<file path="config.mk">
export PLATFORM = sky130hd
export DESIGN_NAME = dtc_timer_unit
export DESIGN_NICKNAME = d
export VERILOG_FILES = /design/src/inc/dtc_pkg.sv /design/src/design/dtc_timer_unit.sv
export SDC_FILE = /design/constraint.sdc
export NUM_CORES = 1
export LEC_CHECK = 0
export ABC_CLOCK_PERIOD_IN_PS = 2600
export BUFFER_PORTS_ARGS = -buffer_cell sky130_fd_sc_hd__buf_2
export CAP_MARGIN = 0
export CORE_UTILIZATION = 60
export CTS_BUF_LIST = sky130_fd_sc_hd__clkbuf_16
export CTS_CLUSTER_SIZE = 16
export DETAILED_ROUTE_END_ITERATION = 10
export PLACE_DENSITY = 0.78
export SLEW_MARGIN = 25
export SYNTH_ARGS = -nofsm -noshare
export SYNTH_HDL_FRONTEND = slang
export SYNTH_SLANG_ARGS = --single-unit
</file>
<file path="constraint.sdc">
create_clock -name mclk_in -period 2.6 [get_ports mclk_in]
set_input_delay 0.39 -clock mclk_in [delete_from_list [all_inputs] [get_ports mclk_in]]
set_output_delay 0.39 -clock mclk_in [all_outputs]
set_load 0.005 [all_outputs]
</file>
<file path="src/inc/dtc_pkg.sv">
// Purpose: Shared constants and types for the dual timer/counter unit
// Assumes: Byte-wide SFR bus, 100 MHz CPU clock, six states per machine cycle
// Notes:   All register offsets and bit positions live here, plus the control, mode, read-data and pin-sync reset values
package dtc_pkg;
  // Register map
  localparam logic [7:0] ADDR_TIMER_CONTROL     = 8'h88;
  localparam logic [7:0] ADDR_TIMER_MODE_SELECT = 8'h89;
  localparam logic [7:0] ADDR_TIMER_A_COUNT_LOW  = 8'h8a;
  localparam logic [7:0] ADDR_TIMER_B_COUNT_LOW  = 8'h8b;
  localparam logic [7:0] ADDR_TIMER_A_COUNT_HIGH = 8'h8c;
  localparam logic [7:0] ADDR_TIMER_B_COUNT_HIGH = 8'h8d;
  localparam logic [7:0] RESET_BYTE             = 8'h00;
  localparam logic [3:0] PIN_IDLE               = 4'hf;

  // timer_control bits
  localparam int CTL_OVERFLOW_FLAG_B = 7;
  localparam int CTL_RUN_B           = 6;
  localparam int CTL_OVERFLOW_FLAG_A = 5;
  localparam int CTL_RUN_A           = 4;
  localparam int CTL_EXT_FLAG_B      = 3;
  localparam int CTL_TRIGGER_TYPE_B  = 2;
  localparam int CTL_EXT_FLAG_A      = 1;
  localparam int CTL_TRIGGER_TYPE_A  = 0;

  // timer_mode_select bits
  localparam int MOD_GATE_B    = 7;
  localparam int MOD_COUNTER_B = 6;
  localparam int MOD_MODE_B_HI = 5;
  localparam int MOD_MODE_B_LO = 4;
  localparam int MOD_GATE_A    = 3;
  localparam int MOD_COUNTER_A = 2;
  localparam int MOD_MODE_A_HI = 1;
  localparam int MOD_MODE_A_LO = 0;

  // Mode encodings
  localparam logic [1:0] MODE_13BIT  = 2'h0;
  localparam logic [1:0] MODE_16BIT  = 2'h1;
  localparam logic [1:0] MODE_RELOAD = 2'h2;
  localparam logic [1:0] MODE_SPLIT  = 2'h3;

  // Timing
  localparam int         CPU_CLK_MHZ       = 100;
  localparam int         STATES_PER_MCYCLE = 6;
  localparam logic [1:0] ACK_CLEAR_MCYCLES = 2'h2;

  typedef enum {ST_S1, ST_S2, ST_S3, ST_S4, ST_S5, ST_S6} dtc_state_t;

  typedef struct packed {
    logic [7:0] hi;
    logic [7:0] lo;
  } dtc_count_t;

  typedef struct packed {
    dtc_count_t cnt;
    logic       ovf;
  } dtc_step_t;

  typedef struct packed {
    logic ext_irq_b_pin;
    logic ext_irq_a_pin;
    logic count_input_b_pin;
    logic count_input_a_pin;
  } dtc_pins_t;
endpackage : dtc_pkg

</file>
<file path="src/design/dtc_timer_unit.sv">
// Purpose: Dual 16-bit timer/counter with external interrupt detection
// Assumes: CPU core drives a byte-wide SFR bus on mclk_in; pins are asynchronous
// Notes:   Firmware writes override hardware updates except flag sets, external-flag ack clears and level-flag tracking at S1
`timescale 1ns/1ps
`default_nettype none
module dtc_timer_unit (
  input  wire logic       mclk_in,
  input  wire logic       rst_b_in,
  input  wire logic [7:0] sfr_addr_in,
  input  wire logic       sfr_wr_in,
  input  wire logic [7:0] sfr_wdata_in,
  input  wire logic [3:0] irq_ack_in,
  input  wire logic       count_input_a_pin_in,
  input  wire logic       count_input_b_pin_in,
  input  wire logic       ext_irq_a_pin_in,
  input  wire logic       ext_irq_b_pin_in,
  output logic      [7:0] sfr_rdata_out,
  output logic            overflow_flag_a_out,
  output logic            overflow_flag_b_out,
  output logic            ext_flag_a_out,
  output logic            ext_flag_b_out,
  output logic            timer_b_overflow_tick_out
);
  dtc_pkg::dtc_state_t st,        next_st;
  dtc_pkg::dtc_pins_t  sync1,     sync2;
  dtc_pkg::dtc_count_t cnt_a,     next_cnt_a;
  dtc_pkg::dtc_count_t cnt_b,     next_cnt_b;
  dtc_pkg::dtc_step_t  step_a,    step_b;
  logic [7:0]          ctrl,      next_ctrl;
  logic [7:0]          mode_sel,  next_mode_sel;
  logic [1:0]          samp,      next_samp;
  logic [1:0]          pend,      next_pend;
  logic [1:0]          irq_prev,  next_irq_prev;
  logic [1:0]          clr_a,     next_clr_a;
  logic [1:0]          clr_b,     next_clr_b;
  logic [7:0]          rdata,     next_rdata;
  logic                tick,      next_tick;
  logic [1:0]          mode_a,    mode_b;
  logic                split_a,   inc_a,     inc_ah,    inc_b;
  logic                set_ovf_a, set_ovf_b, tick_b;
  logic                set_ea,    set_eb;
  logic [8:0]          lo_a_inc,  hi_a_inc;
  logic                wr_ctrl,   wr_mode;

  // One step of a counter in the given mode; split and freeze leave it alone
  function automatic dtc_pkg::dtc_step_t dtc_step(input dtc_pkg::dtc_count_t c,
                                                  input logic [1:0] mode);
    dtc_pkg::dtc_step_t r;
    logic [16:0]        s17;
    logic [8:0]         s9;
    r     = '{cnt: c, ovf: 1'b0};
    s17   = 17'h0;
    s9    = 9'h0;
    case (mode)
      dtc_pkg::MODE_13BIT: begin
        s17      = {4'h0, c.hi, c.lo[4:0]} + 17'h1;
        r.cnt.hi = s17[12:5];
        r.cnt.lo = {c.lo[7:5], s17[4:0]};
        r.ovf    = s17[13];
      end
      dtc_pkg::MODE_16BIT: begin
        s17   = {1'b0, c} + 17'h1;
        r.cnt = s17[15:0];
        r.ovf = s17[16];
      end
      dtc_pkg::MODE_RELOAD: begin
        s9       = {1'b0, c.lo} + 9'h1;
        r.cnt.lo = s9[8] ? c.hi : s9[7:0];
        r.ovf    = s9[8];
      end
      default: r.ovf = 1'b0;
    endcase
    return r;
  endfunction : dtc_step

  assign mode_a   = mode_sel[dtc_pkg::MOD_MODE_A_HI:dtc_pkg::MOD_MODE_A_LO];
  assign mode_b   = mode_sel[dtc_pkg::MOD_MODE_B_HI:dtc_pkg::MOD_MODE_B_LO];
  assign split_a  = (mode_a == dtc_pkg::MODE_SPLIT);
  assign step_a   = dtc_step(cnt_a, mode_a);
  assign step_b   = dtc_step(cnt_b, mode_b);
  assign lo_a_inc = {1'b0, cnt_a.lo} + 9'h1;
  assign hi_a_inc = {1'b0, cnt_a.hi} + 9'h1;
  assign wr_ctrl  = sfr_wr_in && (sfr_addr_in == dtc_pkg::ADDR_TIMER_CONTROL);
  assign wr_mode  = sfr_wr_in && (sfr_addr_in == dtc_pkg::ADDR_TIMER_MODE_SELECT);

  // Counting happens once per machine cycle, in S3
  assign inc_a = (st == dtc_pkg::ST_S3) && ctrl[dtc_pkg::CTL_RUN_A]
              && (!mode_sel[dtc_pkg::MOD_GATE_A] || sync2.ext_irq_a_pin)
              && (!mode_sel[dtc_pkg::MOD_COUNTER_A] || pend[0]);
  assign inc_ah = (st == dtc_pkg::ST_S3) && split_a && ctrl[dtc_pkg::CTL_RUN_B];
  assign inc_b = (st == dtc_pkg::ST_S3) && ctrl[dtc_pkg::CTL_RUN_B]
              && (!mode_sel[dtc_pkg::MOD_GATE_B] || sync2.ext_irq_b_pin)
              && (!mode_sel[dtc_pkg::MOD_COUNTER_B] || pend[1]);
  assign set_ovf_a = inc_a && (split_a ? lo_a_inc[8] : step_a.ovf);
  assign tick_b    = inc_b && step_b.ovf;
  // In split mode timer B loses its flag to the upper byte of timer A
  assign set_ovf_b = split_a ? (inc_ah && hi_a_inc[8]) : tick_b;
  assign set_ea = (st == dtc_pkg::ST_S1) && irq_prev[0] && !sync2.ext_irq_a_pin;
  assign set_eb = (st == dtc_pkg::ST_S1) && irq_prev[1] && !sync2.ext_irq_b_pin;

  // Pins are asynchronous; the first stage feeds only the second
  always_ff @(posedge mclk_in or negedge rst_b_in) begin
    if (!rst_b_in) begin
      // Idle-high reset, else level flags fire on the first S1
      sync1 <= dtc_pkg::PIN_IDLE;
      sync2 <= dtc_pkg::PIN_IDLE;
    end else begin
      sync1 <= '{ext_irq_b_pin: ext_irq_b_pin_in, ext_irq_a_pin: ext_irq_a_pin_in,
                 count_input_b_pin: count_input_b_pin_in,
                 count_input_a_pin: count_input_a_pin_in};
      sync2 <= sync1;
    end
  end

  always_comb begin
    next_st       = st;
    next_samp     = samp;
    next_pend     = pend;
    next_irq_prev = irq_prev;
    next_ctrl     = wr_ctrl ? sfr_wdata_in : ctrl;
    next_mode_sel = wr_mode ? sfr_wdata_in : mode_sel;
    next_cnt_a    = cnt_a;
    next_cnt_b    = cnt_b;
    next_clr_a    = clr_a;
    next_clr_b    = clr_b;
    next_tick     = tick_b;
    next_rdata    = dtc_pkg::RESET_BYTE;
    case (st)
      dtc_pkg::ST_S1: next_st = dtc_pkg::ST_S2;
      dtc_pkg::ST_S2: next_st = dtc_pkg::ST_S3;
      dtc_pkg::ST_S3: next_st = dtc_pkg::ST_S4;
      dtc_pkg::ST_S4: next_st = dtc_pkg::ST_S5;
      dtc_pkg::ST_S5: next_st = dtc_pkg::ST_S6;
      default:        next_st = dtc_pkg::ST_S1;
    endcase
    // Two samples a machine cycle apart cap the count rate at clock / 12
    if (st == dtc_pkg::ST_S5) begin
      next_samp = {sync2.count_input_b_pin, sync2.count_input_a_pin};
      next_pend = samp & ~next_samp;
    end else if (st == dtc_pkg::ST_S4) begin
      next_pend = 2'h0;
    end
    // Interrupt pins compared S1 to S1 so no fall slips between samples
    if (st == dtc_pkg::ST_S1) begin
      next_irq_prev = {sync2.ext_irq_b_pin, sync2.ext_irq_a_pin};
    end
    // Hardware count updates, then firmware writes override them
    if (inc_a) begin
      if (split_a) begin
        next_cnt_a.lo = lo_a_inc[7:0];
      end else begin
        next_cnt_a = step_a.cnt;
      end
    end
    if (inc_ah) begin
      next_cnt_a.hi = hi_a_inc[7:0];
    end
    if (inc_b) begin
      next_cnt_b = step_b.cnt;
    end
    if (sfr_wr_in) begin
      case (sfr_addr_in)
        dtc_pkg::ADDR_TIMER_A_COUNT_LOW:  next_cnt_a.lo = sfr_wdata_in;
        dtc_pkg::ADDR_TIMER_A_COUNT_HIGH: next_cnt_a.hi = sfr_wdata_in;
        dtc_pkg::ADDR_TIMER_B_COUNT_LOW:  next_cnt_b.lo = sfr_wdata_in;
        dtc_pkg::ADDR_TIMER_B_COUNT_HIGH: next_cnt_b.hi = sfr_wdata_in;
        default:                          next_cnt_b = next_cnt_b;
      endcase
    end
    // Flag clear waits out machine-cycle boundaries after the acknowledge
    if (irq_ack_in[0]) begin
      next_clr_a = dtc_pkg::ACK_CLEAR_MCYCLES;
    end else if ((st == dtc_pkg::ST_S6) && (clr_a != 2'h0)) begin
      next_clr_a = clr_a - 2'h1;
    end
    if (irq_ack_in[1]) begin
      next_clr_b = dtc_pkg::ACK_CLEAR_MCYCLES;
    end else if ((st == dtc_pkg::ST_S6) && (clr_b != 2'h0)) begin
      next_clr_b = clr_b - 2'h1;
    end
    if ((st == dtc_pkg::ST_S6) && (clr_a == 2'h1) && !wr_ctrl) begin
      next_ctrl[dtc_pkg::CTL_OVERFLOW_FLAG_A] = 1'b0;
    end
    if ((st == dtc_pkg::ST_S6) && (clr_b == 2'h1) && !wr_ctrl) begin
      next_ctrl[dtc_pkg::CTL_OVERFLOW_FLAG_B] = 1'b0;
    end
    // A hardware set beats any clear in the same cycle
    if (set_ovf_a) begin
      next_ctrl[dtc_pkg::CTL_OVERFLOW_FLAG_A] = 1'b1;
    end
    if (set_ovf_b) begin
      next_ctrl[dtc_pkg::CTL_OVERFLOW_FLAG_B] = 1'b1;
    end
    // External interrupts: edge flags latch, level flags track the pin
    if (!ctrl[dtc_pkg::CTL_TRIGGER_TYPE_A]) begin
      if (st == dtc_pkg::ST_S1) begin
        next_ctrl[dtc_pkg::CTL_EXT_FLAG_A] = !sync2.ext_irq_a_pin;
      end
    end else if (set_ea) begin
      next_ctrl[dtc_pkg::CTL_EXT_FLAG_A] = 1'b1;
    end else if (irq_ack_in[2]) begin
      next_ctrl[dtc_pkg::CTL_EXT_FLAG_A] = 1'b0;
    end
    if (!ctrl[dtc_pkg::CTL_TRIGGER_TYPE_B]) begin
      if (st == dtc_pkg::ST_S1) begin
        next_ctrl[dtc_pkg::CTL_EXT_FLAG_B] = !sync2.ext_irq_b_pin;
      end
    end else if (set_eb) begin
      next_ctrl[dtc_pkg::CTL_EXT_FLAG_B] = 1'b1;
    end else if (irq_ack_in[3]) begin
      next_ctrl[dtc_pkg::CTL_EXT_FLAG_B] = 1'b0;
    end
    // Read data is registered; unmapped addresses read zero
    case (sfr_addr_in)
      dtc_pkg::ADDR_TIMER_CONTROL:      next_rdata = ctrl;
      dtc_pkg::ADDR_TIMER_MODE_SELECT:  next_rdata = mode_sel;
      dtc_pkg::ADDR_TIMER_A_COUNT_LOW:  next_rdata = cnt_a.lo;
      dtc_pkg::ADDR_TIMER_B_COUNT_LOW:  next_rdata = cnt_b.lo;
      dtc_pkg::ADDR_TIMER_A_COUNT_HIGH: next_rdata = cnt_a.hi;
      dtc_pkg::ADDR_TIMER_B_COUNT_HIGH: next_rdata = cnt_b.hi;
      default:                          next_rdata = dtc_pkg::RESET_BYTE;
    endcase
  end

  always_ff @(posedge mclk_in or negedge rst_b_in) begin
    if (!rst_b_in) begin
      st       <= dtc_pkg::ST_S1;
      samp     <= 2'h0;
      pend     <= 2'h0;
      irq_prev <= 2'h0;
      ctrl     <= dtc_pkg::RESET_BYTE;
      mode_sel <= dtc_pkg::RESET_BYTE;
      cnt_a    <= '0;
      cnt_b    <= '0;
      clr_a    <= 2'h0;
      clr_b    <= 2'h0;
      rdata    <= dtc_pkg::RESET_BYTE;
      tick     <= 1'b0;
    end else begin
      st       <= next_st;
      samp     <= next_samp;
      pend     <= next_pend;
      irq_prev <= next_irq_prev;
      ctrl     <= next_ctrl;
      mode_sel <= next_mode_sel;
      cnt_a    <= next_cnt_a;
      cnt_b    <= next_cnt_b;
      clr_a    <= next_clr_a;
      clr_b    <= next_clr_b;
      rdata    <= next_rdata;
      tick     <= next_tick;
    end
  end

  assign sfr_rdata_out             = rdata;
  assign overflow_flag_a_out       = ctrl[dtc_pkg::CTL_OVERFLOW_FLAG_A];
  assign overflow_flag_b_out       = ctrl[dtc_pkg::CTL_OVERFLOW_FLAG_B];
  assign ext_flag_a_out            = ctrl[dtc_pkg::CTL_EXT_FLAG_A];
  assign ext_flag_b_out            = ctrl[dtc_pkg::CTL_EXT_FLAG_B];
  assign timer_b_overflow_tick_out = tick;
endmodule : dtc_timer_unit
`default_nettype wire

</file>
## After elaboration in Yosys (flattened, before gate mapping)

Cells that the tools add are included.

- Register bits: 107
- Input bits: 27
- Output and inout port bits: 13
- Logic and storage cells: 144

- $add $sub $neg: 9
- Equality and inequality tests: 21
- Multiplexer cells: 42
- Bitwise gates (word level): 2
- Reductions and logical operators: 45

Operators with widths:

| cell | number |
|---|---|
| == test 32 x 3 -> 1 bit (second input constant) | 3 |
| two-way mux 8 bit | 10 |
| == test 32 x 2 -> 1 bit (second input constant) | 2 |
| == test 32 x 4 -> 1 bit (second input constant) | 2 |
| logical NOT 32 bit | 2 |
| two-way mux 16 bit | 4 |
| == test 8 bit (second input constant) | 6 |
| case mux 8 bit (3 select lines) | 2 |
| case mux 8 bit (6 select lines) | 1 |
| adder 16 x 1 -> 17 bit (second input constant) | 2 |
| == test 32 x 1 -> 1 bit (second input constant) | 1 |
| case mux 8 bit (2 select lines) | 2 |
| adder 13 x 1 -> 14 bit (second input constant) | 2 |
| adder 8 x 1 -> 9 bit (second input constant) | 3 |
| logical AND 1 bit | 23 |
| case mux 3 bit (5 select lines) | 1 |
| two-way mux 1 bit | 14 |
| two-way mux 2 bit | 6 |
| nonzero test 2 bit | 5 |
| == test 2 x 1 -> 1 bit (second input constant) | 4 |
| logical NOT 1 bit | 7 |
| == test 2 bit (second input constant) | 3 |
| case mux 1 bit (3 select lines) | 2 |
| nonzero test 3 bit | 2 |
| 5 further kinds | 10 |

## Longest topological paths before layout

- Depth after elaboration: 8
- Mapped depth: 7
- Depth with buffers taken out: 6

## Worst setup path before layout

OpenSTA, ideal clock, no wires.

- Path type: reg-to-reg
- Start point: reg st[0]
- End point: reg cnt_a[15] (netlist name)
- Setup time: 82 ps
- Arrival: 1,889 ps
- Data required time: 2,518 ps
- Slack: 629 ps
- Stages on the path, launching flop included: 8
- Buffers on the path: 2
- Period minus slack after synthesis: 1,971 ps
- Path through: dfrtp_1 buf_6 nand4bb_4 or2_0 buf_6 o2bb2ai_2 or4_1 a31oi_1

RTL lines:

| item | line | text |
|---|---|---|
| from (decl) | dtc_timer_unit.sv:24 | `dtc_pkg::dtc_state_t st, next_st;` |
| from (signal assigned) | dtc_timer_unit.sv:227 | `st <= dtc_pkg::ST_S1;` |
| from (signal assigned) | dtc_timer_unit.sv:240 | `st <= next_st;` |
| to (signal assigned) | dtc_timer_unit.sv:246 | `cnt_a <= next_cnt_a;` |
| to (decl) | dtc_timer_unit.sv:26 | `dtc_pkg::dtc_count_t cnt_a, next_cnt_a;` |

==> impl_results.md <==
* Critical path endpoint category: flop
* Fmax at around 450 MHz
* Sequential fraction of the synthesis area at 0.3986
* Worst skew pair latency at between 0.3 and 0.4 ns
* Post-synth top area share at 0.3559
* Pre-CTS WS at 0.4078 ns
* Worst Skew at 0.01248 ns
* Leak pwr at about 2.3 nW
* Initial antenna violation count at 0
* Fraction of layout cells with a size suffix above 1 at 0.2028
* CTS sink count at 78
* Netlist Area Pre-Place at slightly below 5000 sq um
* Syn. warnings at 0
* Period minus WS final at 2.238 ns
* Reg2reg start: cnt_a[0]$_DFF_PN0_
* Vias in the first global route at between 4000 and 5000
* Worst slew pin tran at between 0.7 and 0.8 ns
* Ys flop type: dfrtp_1
* Syn Area/Cell at a little over 9 sq um
* Critical path launch point type: flop
* Via count at 4595
* Setup CP Type: reg2reg
* CP Data Arrival Time at about 2.5 ns
* Post-CTS setup buffers at 0
* CP startpoint: cnt_a[0]$_DFF_PN0_
* Syn_nets at roughly 570
* Routed Antenna Nets at 0
* Area grow syn2layout at 11.03%
* Die extent in y at slightly above 90 um
* Post-Route WL at roughly 14000 um
* RSZ-0062 raised after global routing: no
* GP Congestion at roughly 1.0
* FFs w/ async S/R, synth at 1.000
* Slew HR at 0.5330
* Global-route wire length before repair at 22870 um
* Overflow after GRT at 0
* CP max FO at 8
* Gr usage total at 0.3531
* Max-cap violations at 0
* Final max-slew violation count at 0
* Cell variety after synth at 77
* # diodes at 0
* Reg2reg end: cnt_a[14]$_DFF_PN0_
* Drt drc at 0
* Die X at 92.58 um
* Outcome: complete, no violations
* IO buf count at 39
* DRT Pass-1 Iters at 7
* Peak supply drop at approximately 0.40 mV
* Hold Vio Cnt, Final at 0
* Hold WC Path Type: in2async
* Most common cell in the netlist: dfrtp_1
* Die Area at ~8600 sq um
* IO Pins at 40
* Design area at 5465 sq um
* Number of DRC markers in iteration 0 at about 670
* Final TNS setup at 0 ns
* Final worst slack at about 0.36 ns
* Wire per inst at 21.08 um
* Cell Pwr Density at 574.8 nW/um^2
* Worst EP required at 2.81 ns
* Post-CTS Resized at 0
* #FFs+latches synth at 78
* Synth area leaders: dfrtp_1 36%, mux2_2 4.8%, dfstp_2 4.3%
* Yosys top cell by area: dfrtp_1
* Initial Utilization at 0.6272
* Largest net degree at the start of global routing at between 70 and 80
* Final worst path period share at 0.8608
* Most frequent cells after synthesis: 70 x dfrtp_1, 51 x nor2_1, 48 x nand2_1
* H-tree depth at 3
* Worst-path clk slew at around 0.06 ns
* Clock root buffer: clkbuf_16
* TritonCTS clock tree: built
* Worst Reg-to-Reg Cells at 6
* Clock Path Buffers at 2
* Reg2Reg Setup Slack at roughly 0.36 ns
* Final setup violation count at 0
* Cts-stage hold buffer count at 0
* Rows at 32
* Placed Area at between 5000 and 6000 sq um
* Syn Inst Count at 540
* Critical path destination: cnt_a[14]$_DFF_PN0_
* Post-synth EDFFs at 0
* Final nets at around 610
* TritonCTS Buffers at 9
* Post-detail-place hpwl at roughly 10000 um
* Vias/cell at approximately 6.8
* Placeable Area at 7848 sq um
[logic make-up after synthesis]
family / Yosys count / synth area share
mux: 27 / 0.06787
xor+xnor: 11 / 0.01957
compound gates: 150 / 0.2074
buf+inv: 49 / 0.04957
fa+ha+maj: 7 / 0.01779
simple gates: 218 / 0.2392
flops: 78 / 0.3986
[cell type report]
class	count	area, sq um
clock buffer	9	225.2
inverter	19	71.32
tap	102	127.6
fill	643	2382
sequential	78	1962
multi-input combinational	413	2723
timing repair buffer	51	291.5
clock inverter	7	65.06
[placed cells by master (no fill, tap or decap), drive strengths merged, types with 5 or more instances in the layout]
master,instances
ha,7
a21oi,26
xnor2,6
dfstp,8
o21ai,37
a31oi,11
nor3,17
nor4,8
a32oi,5
or3,12
buf,51
and3,11
nor2,51
o22ai,7
a22oi,11
xor2,5
dfrtp,70
clkbuf,9
o31ai,6
nand4,9
nand3,24
nand2,48
nor2b,12
mux2,21
inv,24
[metrics by stage]
step             util  total power [mW]  hold WS, ns  std cells
3_3_place_gp   0.6590             1.892       0.3469        663
6_report       0.6964             3.141      0.06977        679
3_5_place_dp   0.6590             1.910       0.3491        663
2_1_floorplan       -             1.721      0.09441        540
5_1_grt        0.6964             3.266       0.1252        679
4_1_cts        0.6960             3.140       0.1407        679
[registers in the layout, indices dropped and copies added, names as in the netlist]
name                       count
clr_b                          2
sync1                          4
mode_sel                       8
st                             3
sync2                          4
clr_a                          2
sfr_rdata_out                  8
cnt_b                         16
samp                           2
timer_b_overflow_tick_out      1
cnt_a                         16
ctrl                           8
pend                           2
irq_prev                       2
[how the worst min path moves through the flow]
stage,startpoint,endpoint,cells after the start
after detailed placement,sync1[3]$_DFF_PN1_,sync2[3]$_DFF_PN1_,0
after global placement,sync1[1]$_DFF_PN1_,sync2[1]$_DFF_PN1_,0
after global routing,rst_b_in,cnt_a[13]$_DFF_PN0_,1
after CTS,count_input_b_pin_in,sync1[1]$_DFF_PN1_,1
final,rst_b_in,cnt_a[13]$_DFF_PN0_,1
after floorplan,rst_b_in,clr_a[0]$_DFFE_PN0P_,0
[routing by layer]
layer,part of all wire,vias to the layer above,GRT usage
li1,-,2090,-
met1,0.42,2180,0.4909
met2,0.44,279,0.5228
met5,0,-,0
met4,0.035,0,0.1510
met3,0.11,46,0.08949
[where the power goes]
part,switching (mW),leakage [nW],total [mW],internal (mW)
Sequential,0.126,0.889,1.42,1.30
Clock,0.561,0.141,1.23,0.672
Combinational,0.290,1.28,0.486,0.195
[worst max-delay path, cell delays in order, from the launching register on]
cell and delay (ns):
dfrtp_1 0.45, ha_1 0.26, nand4_1 0.34, o41a_1 0.49, o21a_1 0.18, a221oi_1 0.29
o22ai_1 0.11
Power figures use the tool's default switching activity.
